===== src/tkadc_pkg.sv =====
// Package for the touch-key / converter register interface.
// Assumes one 10 MHz system clock and an 8-bit register port.
package tkadc_pkg;
   // ----------------------------------------
   // Register offsets
   // ----------------------------------------
   localparam logic [7:0] OFS_EXTRA_IRQ_EN   = 8'ha9;
   localparam logic [7:0] OFS_SHARED_NIBBLES = 8'haa;
   localparam logic [7:0] OFS_CONV_HIGH      = 8'hab;
   localparam logic [7:0] OFS_TOUCH_LOW      = 8'hac;
   localparam logic [7:0] OFS_TOUCH_CONTROL  = 8'had;
   localparam logic [7:0] OFS_CHANNEL_SELECT = 8'hae;
   localparam logic [7:0] OFS_REF_LOW        = 8'hb4;
   localparam logic [7:0] OFS_REF_HIGH       = 8'hb5;
   localparam logic [7:0] OFS_IRQ_CONTROL    = 8'hf0;
   localparam logic [7:0] OFS_IRQ_STATUS     = 8'hf1;
   localparam logic [7:0] OFS_IRQ_MASK       = 8'hf2;
   localparam logic [7:0] OFS_CONV_START     = 8'hf3;
   // ----------------------------------------
   // Field positions
   // ----------------------------------------
   localparam int BIT_IRQ_EN      = 3;
   localparam int BIT_POWER_DOWN  = 7;
   localparam int BIT_DONE        = 6;
   localparam int BIT_LOW_SUPPLY  = 5;
   localparam int BIT_SLOW        = 4;
   localparam int BIT_GLOBAL_EN   = 7;
   localparam int BIT_PRIO_HIGH   = 1;
   localparam int BIT_PRIO_LOW    = 0;
   localparam int BIT_EV_TOUCH    = 0;
   localparam int BIT_EV_CONV     = 1;
   // ----------------------------------------
   // Reset values
   // ----------------------------------------
   localparam logic [3:0] RST_CONV_CHANNEL  = 4'hf;
   localparam logic [3:0] RST_TOUCH_CHANNEL = 4'hf;
   localparam logic [2:0] RST_REF_CAP       = 3'h4;
   localparam logic [7:0] RST_REF_LOW       = 8'hff;
   localparam logic [3:0] RST_REF_HIGH      = 4'h0;
   // ----------------------------------------
   // Timing
   // ----------------------------------------
   localparam int CLK_HZ            = 10_000_000;
   localparam int REFCLK_NORMAL_HZ  = 1_000_000;
   localparam int REFCLK_NORMAL_DIV = CLK_HZ / REFCLK_NORMAL_HZ;
   localparam int SLOW_FACTOR       = 4;
   localparam int CONV_CYCLES       = 16;

   typedef struct packed {
      logic        power_down;
      logic        low_supply;
      logic        slow;
      logic [2:0]  ref_cap;
      logic [3:0]  touch_channel;
      logic [11:0] ref_count;
   } tkadc_cfg_t;

   typedef struct packed {
      logic [11:0] touch_count;
      logic [11:0] conv_result;
      logic        touch_done;
   } tkadc_res_t;

   typedef enum logic [1:0] {
      ST_IDLE = 2'b00,
      ST_RUN  = 2'b01,
      ST_LOAD = 2'b10
   } tkadc_state_t;
endpackage


===== src/tkadc_top.sv =====
// Touch-key and converter register interface, top level.
// Assumes synchronous register port, pad pulses and converter result inputs.
`timescale 1ns/1ps
module tkadc_top (
   input  wire logic        i_clk_sys,
   input  wire logic        i_nrst,
   input  wire logic [7:0]  i_addr,
   input  wire logic [7:0]  i_wdata,
   input  wire logic        i_wr,
   input  wire logic        i_rd,
   output logic [7:0]       o_rdata,
   input  wire logic        i_pad_pulse,
   input  wire logic        i_conv_done,
   input  wire logic [11:0] i_conv_data,
   output logic             o_touch_enable,
   output logic [3:0]       o_touch_channel,
   output logic [3:0]       o_conv_channel,
   output logic             o_conv_channel_valid,
   output logic             o_low_supply,
   output logic [1:0]       o_irq_priority,
   output logic             o_irq
);
   tkadc_pkg::tkadc_cfg_t cfg;
   tkadc_pkg::tkadc_cfg_t next_cfg;
   tkadc_pkg::tkadc_res_t res;
   tkadc_pkg::tkadc_res_t next_res;
   logic [7:0]  irq_en_reg;
   logic [7:0]  next_irq_en_reg;
   logic [3:0]  conv_channel;
   logic [3:0]  next_conv_channel;
   logic [7:0]  irq_ctl;
   logic [7:0]  next_irq_ctl;
   logic [1:0]  irq_status;
   logic [1:0]  next_irq_status;
   logic [1:0]  irq_mask;
   logic [1:0]  next_irq_mask;
   logic [7:0]  next_rdata;
   logic        start;
   logic        busy;
   logic        done_pulse;
   logic [11:0] touch_count;

   // ----------------------------------------
   // Decode helper
   // ----------------------------------------
   function automatic logic hit(input logic [7:0] a, input logic [7:0] ofs);
      hit = (a == ofs);
   endfunction

   // ----------------------------------------
   // Conversion engine
   // ----------------------------------------
   assign start = i_wr && hit(i_addr, tkadc_pkg::OFS_CONV_START) && i_wdata[0];

   tkadc_conv u_conv (
      .i_clk_sys    (i_clk_sys),
      .i_nrst       (i_nrst),
      .i_start      (start),
      .i_cfg        (cfg),
      .i_pad_pulse  (i_pad_pulse),
      .o_busy       (busy),
      .o_done_pulse (done_pulse),
      .o_count      (touch_count)
   );

   // ----------------------------------------
   // Register writes
   // ----------------------------------------
   always_comb begin
      next_cfg          = cfg;
      next_irq_en_reg   = irq_en_reg;
      next_conv_channel = conv_channel;
      next_irq_ctl      = irq_ctl;
      next_irq_mask     = irq_mask;
      if (i_wr) begin
         if (hit(i_addr, tkadc_pkg::OFS_EXTRA_IRQ_EN)) begin
            next_irq_en_reg = i_wdata;
         end
         if (hit(i_addr, tkadc_pkg::OFS_TOUCH_CONTROL)) begin
            next_cfg.power_down = i_wdata[tkadc_pkg::BIT_POWER_DOWN];
            next_cfg.low_supply = i_wdata[tkadc_pkg::BIT_LOW_SUPPLY];
            next_cfg.slow       = i_wdata[tkadc_pkg::BIT_SLOW];
            next_cfg.ref_cap    = i_wdata[2:0];
         end
         if (hit(i_addr, tkadc_pkg::OFS_CHANNEL_SELECT)) begin
            next_conv_channel   = i_wdata[7:4];
            next_cfg.touch_channel = i_wdata[3:0];
         end
         if (hit(i_addr, tkadc_pkg::OFS_REF_LOW)) begin
            next_cfg.ref_count[7:0] = i_wdata;
         end
         if (hit(i_addr, tkadc_pkg::OFS_REF_HIGH)) begin
            next_cfg.ref_count[11:8] = i_wdata[3:0];
         end
         if (hit(i_addr, tkadc_pkg::OFS_IRQ_CONTROL)) begin
            next_irq_ctl = i_wdata;
         end
         if (hit(i_addr, tkadc_pkg::OFS_IRQ_MASK)) begin
            next_irq_mask = i_wdata[1:0];
         end
      end
   end

   always_ff @(posedge i_clk_sys) begin
      if (!i_nrst) begin
         cfg.power_down    <= 1'b1;
         cfg.low_supply    <= 1'b0;
         cfg.slow          <= 1'b0;
         cfg.ref_cap       <= tkadc_pkg::RST_REF_CAP;
         cfg.touch_channel <= tkadc_pkg::RST_TOUCH_CHANNEL;
         cfg.ref_count     <= {tkadc_pkg::RST_REF_HIGH, tkadc_pkg::RST_REF_LOW};
         irq_en_reg        <= 8'h00;
         conv_channel      <= tkadc_pkg::RST_CONV_CHANNEL;
         irq_ctl           <= 8'h00;
         irq_mask          <= 2'h0;
      end else begin
         cfg          <= next_cfg;
         irq_en_reg   <= next_irq_en_reg;
         conv_channel <= next_conv_channel;
         irq_ctl      <= next_irq_ctl;
         irq_mask     <= next_irq_mask;
      end
   end

   // ----------------------------------------
   // Results and event flags
   // ----------------------------------------
   always_comb begin
      next_res            = res;
      // Done rises with the status flag, not a cycle after it
      next_res.touch_done = (!busy || done_pulse) && !(start && !cfg.power_down && !busy);
      next_res.touch_count = touch_count;
      if (i_conv_done) begin
         next_res.conv_result = i_conv_data;
      end
      next_irq_status = irq_status;
      if (i_wr && hit(i_addr, tkadc_pkg::OFS_IRQ_STATUS)) begin
         next_irq_status = irq_status & ~i_wdata[1:0];
      end
      // Set beats a same-cycle clear
      if (done_pulse) begin
         next_irq_status[tkadc_pkg::BIT_EV_TOUCH] = 1'b1;
      end
      if (i_conv_done) begin
         next_irq_status[tkadc_pkg::BIT_EV_CONV] = 1'b1;
      end
   end

   always_ff @(posedge i_clk_sys) begin
      if (!i_nrst) begin
         res        <= '{touch_count: 12'h000, conv_result: 12'h000, touch_done: 1'b1};
         irq_status <= 2'h0;
      end else begin
         res        <= next_res;
         irq_status <= next_irq_status;
      end
   end

   // ----------------------------------------
   // Read port
   // ----------------------------------------
   always_comb begin
      next_rdata = 8'h00;
      if (i_rd) begin
         unique case (i_addr)
            tkadc_pkg::OFS_EXTRA_IRQ_EN:   next_rdata = irq_en_reg;
            tkadc_pkg::OFS_SHARED_NIBBLES: next_rdata = {res.conv_result[3:0], res.touch_count[11:8]};
            tkadc_pkg::OFS_CONV_HIGH:      next_rdata = res.conv_result[11:4];
            tkadc_pkg::OFS_TOUCH_LOW:      next_rdata = res.touch_count[7:0];
            tkadc_pkg::OFS_TOUCH_CONTROL:  next_rdata = {cfg.power_down, res.touch_done, cfg.low_supply,
                                                         cfg.slow, 1'b0, cfg.ref_cap};
            tkadc_pkg::OFS_CHANNEL_SELECT: next_rdata = {conv_channel, cfg.touch_channel};
            tkadc_pkg::OFS_REF_LOW:        next_rdata = cfg.ref_count[7:0];
            tkadc_pkg::OFS_REF_HIGH:       next_rdata = {4'h0, cfg.ref_count[11:8]};
            tkadc_pkg::OFS_IRQ_CONTROL:    next_rdata = irq_ctl;
            tkadc_pkg::OFS_IRQ_STATUS:     next_rdata = {6'h00, irq_status};
            tkadc_pkg::OFS_IRQ_MASK:       next_rdata = {6'h00, irq_mask};
            default:                       next_rdata = 8'h00;
         endcase
      end
   end

   always_ff @(posedge i_clk_sys) begin
      if (!i_nrst) begin
         o_rdata <= 8'h00;
      end else begin
         o_rdata <= next_rdata;
      end
   end

   // ----------------------------------------
   // Outputs
   // ----------------------------------------
   assign o_touch_enable       = !cfg.power_down;
   assign o_touch_channel      = cfg.touch_channel;
   assign o_conv_channel       = conv_channel;
   // Codes 11xx select nothing
   assign o_conv_channel_valid = (conv_channel[3:2] != 2'b11);
   assign o_low_supply         = cfg.low_supply;
   assign o_irq_priority       = {irq_ctl[tkadc_pkg::BIT_PRIO_HIGH], irq_ctl[tkadc_pkg::BIT_PRIO_LOW]};
   assign o_irq = irq_ctl[tkadc_pkg::BIT_GLOBAL_EN] && irq_en_reg[tkadc_pkg::BIT_IRQ_EN]
                  && |(irq_status & irq_mask);
endmodule


===== src/tkadc_rck_div.sv =====
// Reference clock enable divider for the touch counter.
// Assumes the single system clock; emits one-cycle enable pulses.
`timescale 1ns/1ps
module tkadc_refclk_div (
   input  wire logic       i_clk_sys,
   input  wire logic       i_nrst,
   input  wire logic       i_run,
   input  wire logic       i_slow,
   input  wire logic [2:0] i_ref_cap,
   output logic            o_refclk_en
);
   // Nine bits: the slowest setting needs 320 system cycles per period
   logic [8:0] count;
   logic [8:0] next_count;
   logic [8:0] limit;

   // ----------------------------------------
   // Divide ratio
   // ----------------------------------------
   always_comb begin
      // Larger capacitor code, slower clock slow bit stretches further
      limit = 9'((tkadc_pkg::REFCLK_NORMAL_DIV * (32'(i_ref_cap) + 1) *
                  (i_slow ? tkadc_pkg::SLOW_FACTOR : 1)) - 1);
      next_count = count;
      if (!i_run) begin
         next_count = 9'h000;
      end else if (count >= limit) begin
         next_count = 9'h000;
      end else begin
         next_count = count + 9'h001;
      end
   end

   always_ff @(posedge i_clk_sys) begin
      if (!i_nrst) begin
         count <= 9'h000;
      end else begin
         count <= next_count;
      end
   end

   assign o_refclk_en = i_run && (count >= limit);
endmodule


===== src/tkadc_conv.sv =====
// Touch conversion engine: reference window, pad count, result load.
// Assumes pad oscillator edges arrive as synchronous one-cycle pulses.
`timescale 1ns/1ps
module tkadc_conv (
   input  wire logic                    i_clk_sys,
   input  wire logic                    i_nrst,
   input  wire logic                    i_start,
   input  wire tkadc_pkg::tkadc_cfg_t   i_cfg,
   input  wire logic                    i_pad_pulse,
   output logic                         o_busy,
   output logic                         o_done_pulse,
   output logic [11:0]                  o_count
);
   tkadc_pkg::tkadc_state_t state;
   tkadc_pkg::tkadc_state_t next_state;
   logic [11:0] ref_left;
   logic [11:0] next_ref_left;
   logic [11:0] acc;
   logic [11:0] next_acc;
   logic [11:0] next_count;
   logic        refclk_en;

   tkadc_refclk_div u_div (
      .i_clk_sys   (i_clk_sys),
      .i_nrst      (i_nrst),
      .i_run       (state == tkadc_pkg::ST_RUN),
      .i_slow      (i_cfg.slow),
      .i_ref_cap   (i_cfg.ref_cap),
      .o_refclk_en (refclk_en)
   );

   // ----------------------------------------
   // Conversion sequence
   // ----------------------------------------
   always_comb begin
      next_state    = state;
      next_ref_left = ref_left;
      next_acc      = acc;
      next_count    = o_count;
      unique case (state)
         tkadc_pkg::ST_IDLE: begin
            // Powered-down unit ignores starts
            if (i_start && !i_cfg.power_down) begin
               next_state    = tkadc_pkg::ST_RUN;
               next_ref_left = i_cfg.ref_count;
               next_acc      = 12'h000;
            end
         end
         tkadc_pkg::ST_RUN: begin
            if (i_pad_pulse && acc != 12'hfff) begin
               next_acc = acc + 12'h001;
            end
            if (i_cfg.power_down) begin
               next_state = tkadc_pkg::ST_IDLE;
            end else if (refclk_en) begin
               if (ref_left == 12'h000) begin
                  // Count lands on entry to LOAD, ahead of the done flag
                  next_state = tkadc_pkg::ST_LOAD;
                  next_count = next_acc;
               end else begin
                  next_ref_left = ref_left - 12'h001;
               end
            end
         end
         tkadc_pkg::ST_LOAD: begin
            next_count = acc;
            next_state = tkadc_pkg::ST_IDLE;
         end
         default: begin
            next_state = tkadc_pkg::ST_IDLE;
         end
      endcase
   end

   always_ff @(posedge i_clk_sys) begin
      if (!i_nrst) begin
         state    <= tkadc_pkg::ST_IDLE;
         ref_left <= 12'h000;
         acc      <= 12'h000;
         o_count  <= 12'h000;
      end else begin
         state    <= next_state;
         ref_left <= next_ref_left;
         acc      <= next_acc;
         o_count  <= next_count;
      end
   end

   // Count stored on the same edge that raises the done pulse
   assign o_busy       = (state != tkadc_pkg::ST_IDLE);
   assign o_done_pulse = (state == tkadc_pkg::ST_LOAD);
endmodule


===== config.mk =====
export PLATFORM = sky130hd
export DESIGN_NAME = tkadc_top
export DESIGN_NICKNAME = d
export VERILOG_FILES = /design/src/tkadc_pkg.sv /design/src/tkadc_top.sv /design/src/tkadc_rck_div.sv /design/src/tkadc_conv.sv
export SDC_FILE = /design/constraint.sdc
export NUM_CORES = 1
export LEC_CHECK = 0
export BUFFER_PORTS_ARGS = -buffer_cell sky130_fd_sc_hd__buf_4
export CAP_MARGIN = 15
export CELL_PAD_IN_SITES_DETAIL_PLACEMENT = 0
export CELL_PAD_IN_SITES_GLOBAL_PLACEMENT = 1
export CORE_UTILIZATION = 41
export DETAILED_ROUTE_END_ITERATION = 6
export MAX_ROUTING_LAYER = met4
export PLACE_DENSITY = 0.79
export SLEW_MARGIN = 20
export SYNTH_ARGS = -nofsm -noshare
export SYNTH_HDL_FRONTEND = slang
export SYNTH_SLANG_ARGS = --single-unit

===== constraint.sdc =====
create_clock -name i_clk_sys -period 4.82 [get_ports i_clk_sys]
set_input_delay 0.241 -clock i_clk_sys [delete_from_list [all_inputs] [get_ports i_clk_sys]]
set_output_delay 0.241 -clock i_clk_sys [all_outputs]
set_load 0.02 [all_outputs]

==> impl_metrics.py <==
metrics = {
    "outcome": {
        "status": "completed",
    },
    "clock_network": {
        "cts.htree.levels": 4,
        "clk_path_buf_depth": 2,
        "numCtsBuffers": 17,
        "cts_tree": "yes",
        "clk_latency_ps": 410,
        "cts.sinks": 126,
        "cts_root_buf": "clkbuf_16",
        "clk_pin_slew_worst_paths_ps": 50,
    },
    "layout": {
        "fillers": 1445,
        "largest_register": "res",
        "post-route-util_pct": 50.21,
        "regArea_mm2": 0.002529,
        "nets": 876,
        "largest_reg_flops": 25,
        "layout-drive-gt1-share_pct": 15.08,
        "multi_input_area_mm2": 0.003704,
        "diodes": 0,
        "layout_common_cells": "dfxtp_1 (123), nand2_1 (112), nor2_1 (75)",
        "area_delta_synth_final_pct": 19.29,
        "mostFrequentLayoutCell": "dfxtp_1",
        "top_regs": "res x25, cfg x17",
    },
    "worst_hold_path": {
        "min_to": "res[6]$_SDFFE_PN0P_",
        "hp-class": "input pin to flip-flop",
        "min-delay-start": "i_conv_data[5]",
        "holdPathStages": 3,
    },
    "detailed_routing": {
        "drt-met1-wl_um": 8289,
        "viasPerCell": 5.524,
        "routed-via-count": 5745,
        "detail_route.wl_per_cell_um": 17.09,
        "ant_nets": 0,
        "drc_errors": 0,
        "dr.pass1.iters": 5,
        "drt_iter0_drc": 504,
        "routed_wirelength_um": 17770,
        "wl_met3_um": 1070,
        "top_layer": "met4",
        "wl_met2_um": 8149,
    },
    "setup_path": {
        "critical_path_class": "flip-flop to flip-flop",
        "reg2reg_from": "cfg[16]$_SDFFE_PN0P_",
        "worstPathArrival_ps": 4910,
        "max_stage_delay_ps": 490,
        "r2r_end": "u_conv.o_count[2]$_SDFFE_PN0P_",
        "cpMaxStageDelayCell": "fa_1",
        "crit_buf_inv": 6,
        "path_max_fanout": 12,
        "cp_data_required_time_ps": 5140,
        "crit_path_start_kind": "flip-flop",
        "r2r_slack_ps": 240,
        "path_cells": "ha_4, ha_1, ha_1, inv_1, fa_1, nor2_1, a21o_1, inv_1, fa_1, nor3b_2, xor2_1, ha_1, a211oi_2, o22ai_1, o21ai_1, buf_4, o41ai_4, buf_4, buf_4, clkbuf_16, a211oi_1",
        "end_kind": "flip-flop",
        "critical_path.top_delay_family": "adder cells",
        "reg2regPathDepth": 21,
    },
    "power": {
        "power_frac_seq_pct": 43.9,
        "net-switching-power_uw": 525.6,
        "p_clk_share_pct": 50.6,
        "p_int_mw": 1.874,
        "power_frac_comb_pct": 5.5,
        "vdd_ir_drop_max_v": 0.0002747,
        "leakagePower_nw": 3.137,
        "power.density_mw_per_mm2": 313.2,
        "power.total_mw": 2.399,
        "sw_frac_of_total_pct": 21.91,
    },
    "logic_synthesis": {
        "syn_avg_cell_area_um2": 8.244,
        "synth-seq-cells": 126,
        "synthCells": 779,
        "synth_top_flop_cell": "dfxtp_1",
        "ys_types": 62,
        "synth_area_leader_cell": "dfxtp_1",
        "synth_edf_count": 0,
        "synth_top_area_share_pct": 39.28,
        "synth_area_mm2": 0.006422,
        "synth_seq_area_share_pct": 39.28,
        "yosys_warnings": 0,
        "ys_async_sr_fraction_pct": 0,
        "synthTopCellsByArea": "dfxtp_1 (39%), mux2i_1 (6.5%), nand2_1 (6.5%)",
    },
    "sta": {
        "min_period_over_period_pct": 95.11,
        "worstMarginPinSlew_ps": 907.0,
        "slew_viol_final": 0,
        "max_freq_ghz": 0.2181,
        "slew_headroom_pct": 39.07,
        "hold_viol": 0,
        "fin_skew_ps": 4.969,
        "setup_ws_ps": 235.5,
        "setup_viol": 0,
        "min_period_ps": 4584,
    },
    "placed_design": {
        "gp_congestion": 0.8816,
        "hpwl_um": 12420,
        "dp_slack_ps": -145.2,
        "portBuffers": 55,
    },
    "grt": {
        "antenna_found_initial": 0,
        "grt_start_max_net_pins": 60,
        "grt_pass1_wl_um": 28610,
        "grtUsageTotal_pct": 23.52,
        "grt_pass1_vias": 5508,
        "grt_overflow_total": 0,
    },
    "floorplanning": {
        "die_w_um": 127.2,
        "fp.coreArea_mm2": 0.01526,
        "fp.dieArea_mm2": 0.01617,
        "floorplan.initialDensity_pct": 42.09,
        "pin_count": 56,
        "fp-row-count": 45,
        "die_h_um": 127.2,
    },
    "job": {
        "drv_cap": 0,
    },
}
==> kinds of logic after synthesis <==
group           synth area share [%]
fa+ha+maj                      4.715
flops                          39.28
buf+inv                        4.403
xor+xnor                       3.955
other cells                   0.1169
mux                            8.124
simple gates                   21.84
compound gates                 17.57
==> through the flow <==
stage,cell area (um2),instances,hold WS [ps],setup TNS [ps]
2_1_floorplan,6434,782,365.0,0
3_3_place_gp,6938,1004,417.1,0
3_5_place_dp,6938,1004,422.8,-448.3
4_1_cts,7500,1033,48.30,0
5_1_grt,7661,1040,63.81,-7.514
6_report,7661,1040,59.29,0
==> cell type report <==
type | instances | share of cell area, %
multi-input combinational | 590 | 48.34
sequential | 126 | 33.01
timing repair buffer | 66 | 7.088
clock buffer | 22 | 6.059
tap | 211 | 3.446
clock inverter | 7 | 1.176
inverter | 18 | 0.8819
==> worst min-delay path, cell delays in order <==
cell and delay [ps]:
buf_4 80, mux2i_1 50, nor2_1 70
==> power by group through the flow <==
| stage | Sequential (mW) | Clock, mW | Combinational, mW |
|---|---|---|---|
| after floorplan | 1.07 | 0 | 0.0780 |
| final | 1.05 | 1.21 | 0.132 |
| after global routing | 1.05 | 1.28 | 0.143 |
| after CTS | 1.05 | 1.24 | 0.128 |
| after global placement | 1.08 | 0 | 0.125 |
| after detailed placement | 1.08 | 0 | 0.128 |
==> synth_stat cells, types with 5 or more instances <==
| master | instances |
|---|---|
| and3_1 | 8 |
| o21ai_0 | 56 |
| dfxtp_1 | 126 |
| a211oi_2 | 5 |
| nor2b_1 | 8 |
| mux2i_1 | 42 |
| nand2_1 | 112 |
| nand3_1 | 37 |
| xnor2_1 | 8 |
| buf_4 | 7 |
| mux2_2 | 9 |
| o22ai_1 | 9 |
| nand4_1 | 8 |
| a22oi_1 | 8 |
| a211oi_1 | 6 |
| inv_1 | 17 |
| a21oi_1 | 52 |
| clkbuf_1 | 36 |
| ha_1 | 21 |
| nor3_1 | 10 |
| and2_1 | 11 |
| xor2_1 | 21 |
| nor2_1 | 75 |
| or3_1 | 5 |
| nand3b_1 | 5 |
| nand2b_1 | 8 |
==> repair_timing <==
action,4_1_cts,5_1_grt
setup buffers,0,5
pin swaps,0,4
resized for setup,2,16
hold buffers,0,0
endpoints found under the setup margin,8,31
gates cloned,0,2
==> how the worst max path moves through the flow <==
stage,from,to,slack [ps],cells after the start
after floorplan,cfg[16]$_SDFFE_PN0P_,u_conv.ref_left[7]$_SDFFE_PN0P_,270,19
after global placement,cfg[16]$_SDFFE_PN0P_,u_conv.ref_left[8]$_SDFFE_PN0P_,30,21
after detailed placement,cfg[16]$_SDFFE_PN0P_,u_conv.ref_left[7]$_SDFFE_PN0P_,-150,20
after CTS,cfg[16]$_SDFFE_PN0P_,u_conv.o_count[11]$_SDFFE_PN0P_,40,21
after global routing,cfg[16]$_SDFFE_PN0P_,u_conv.o_count[2]$_SDFFE_PN0P_,-8,21
final,cfg[16]$_SDFFE_PN0P_,u_conv.o_count[2]$_SDFFE_PN0P_,240,21
==> per-layer routing <==
metal,track usage (%),vias up
met5,-,-
met4,7.563,0
met3,5.528,21
met2,36.43,171
met1,30.31,2745
li1,-,2808
(Power assumes the default switching activity.)
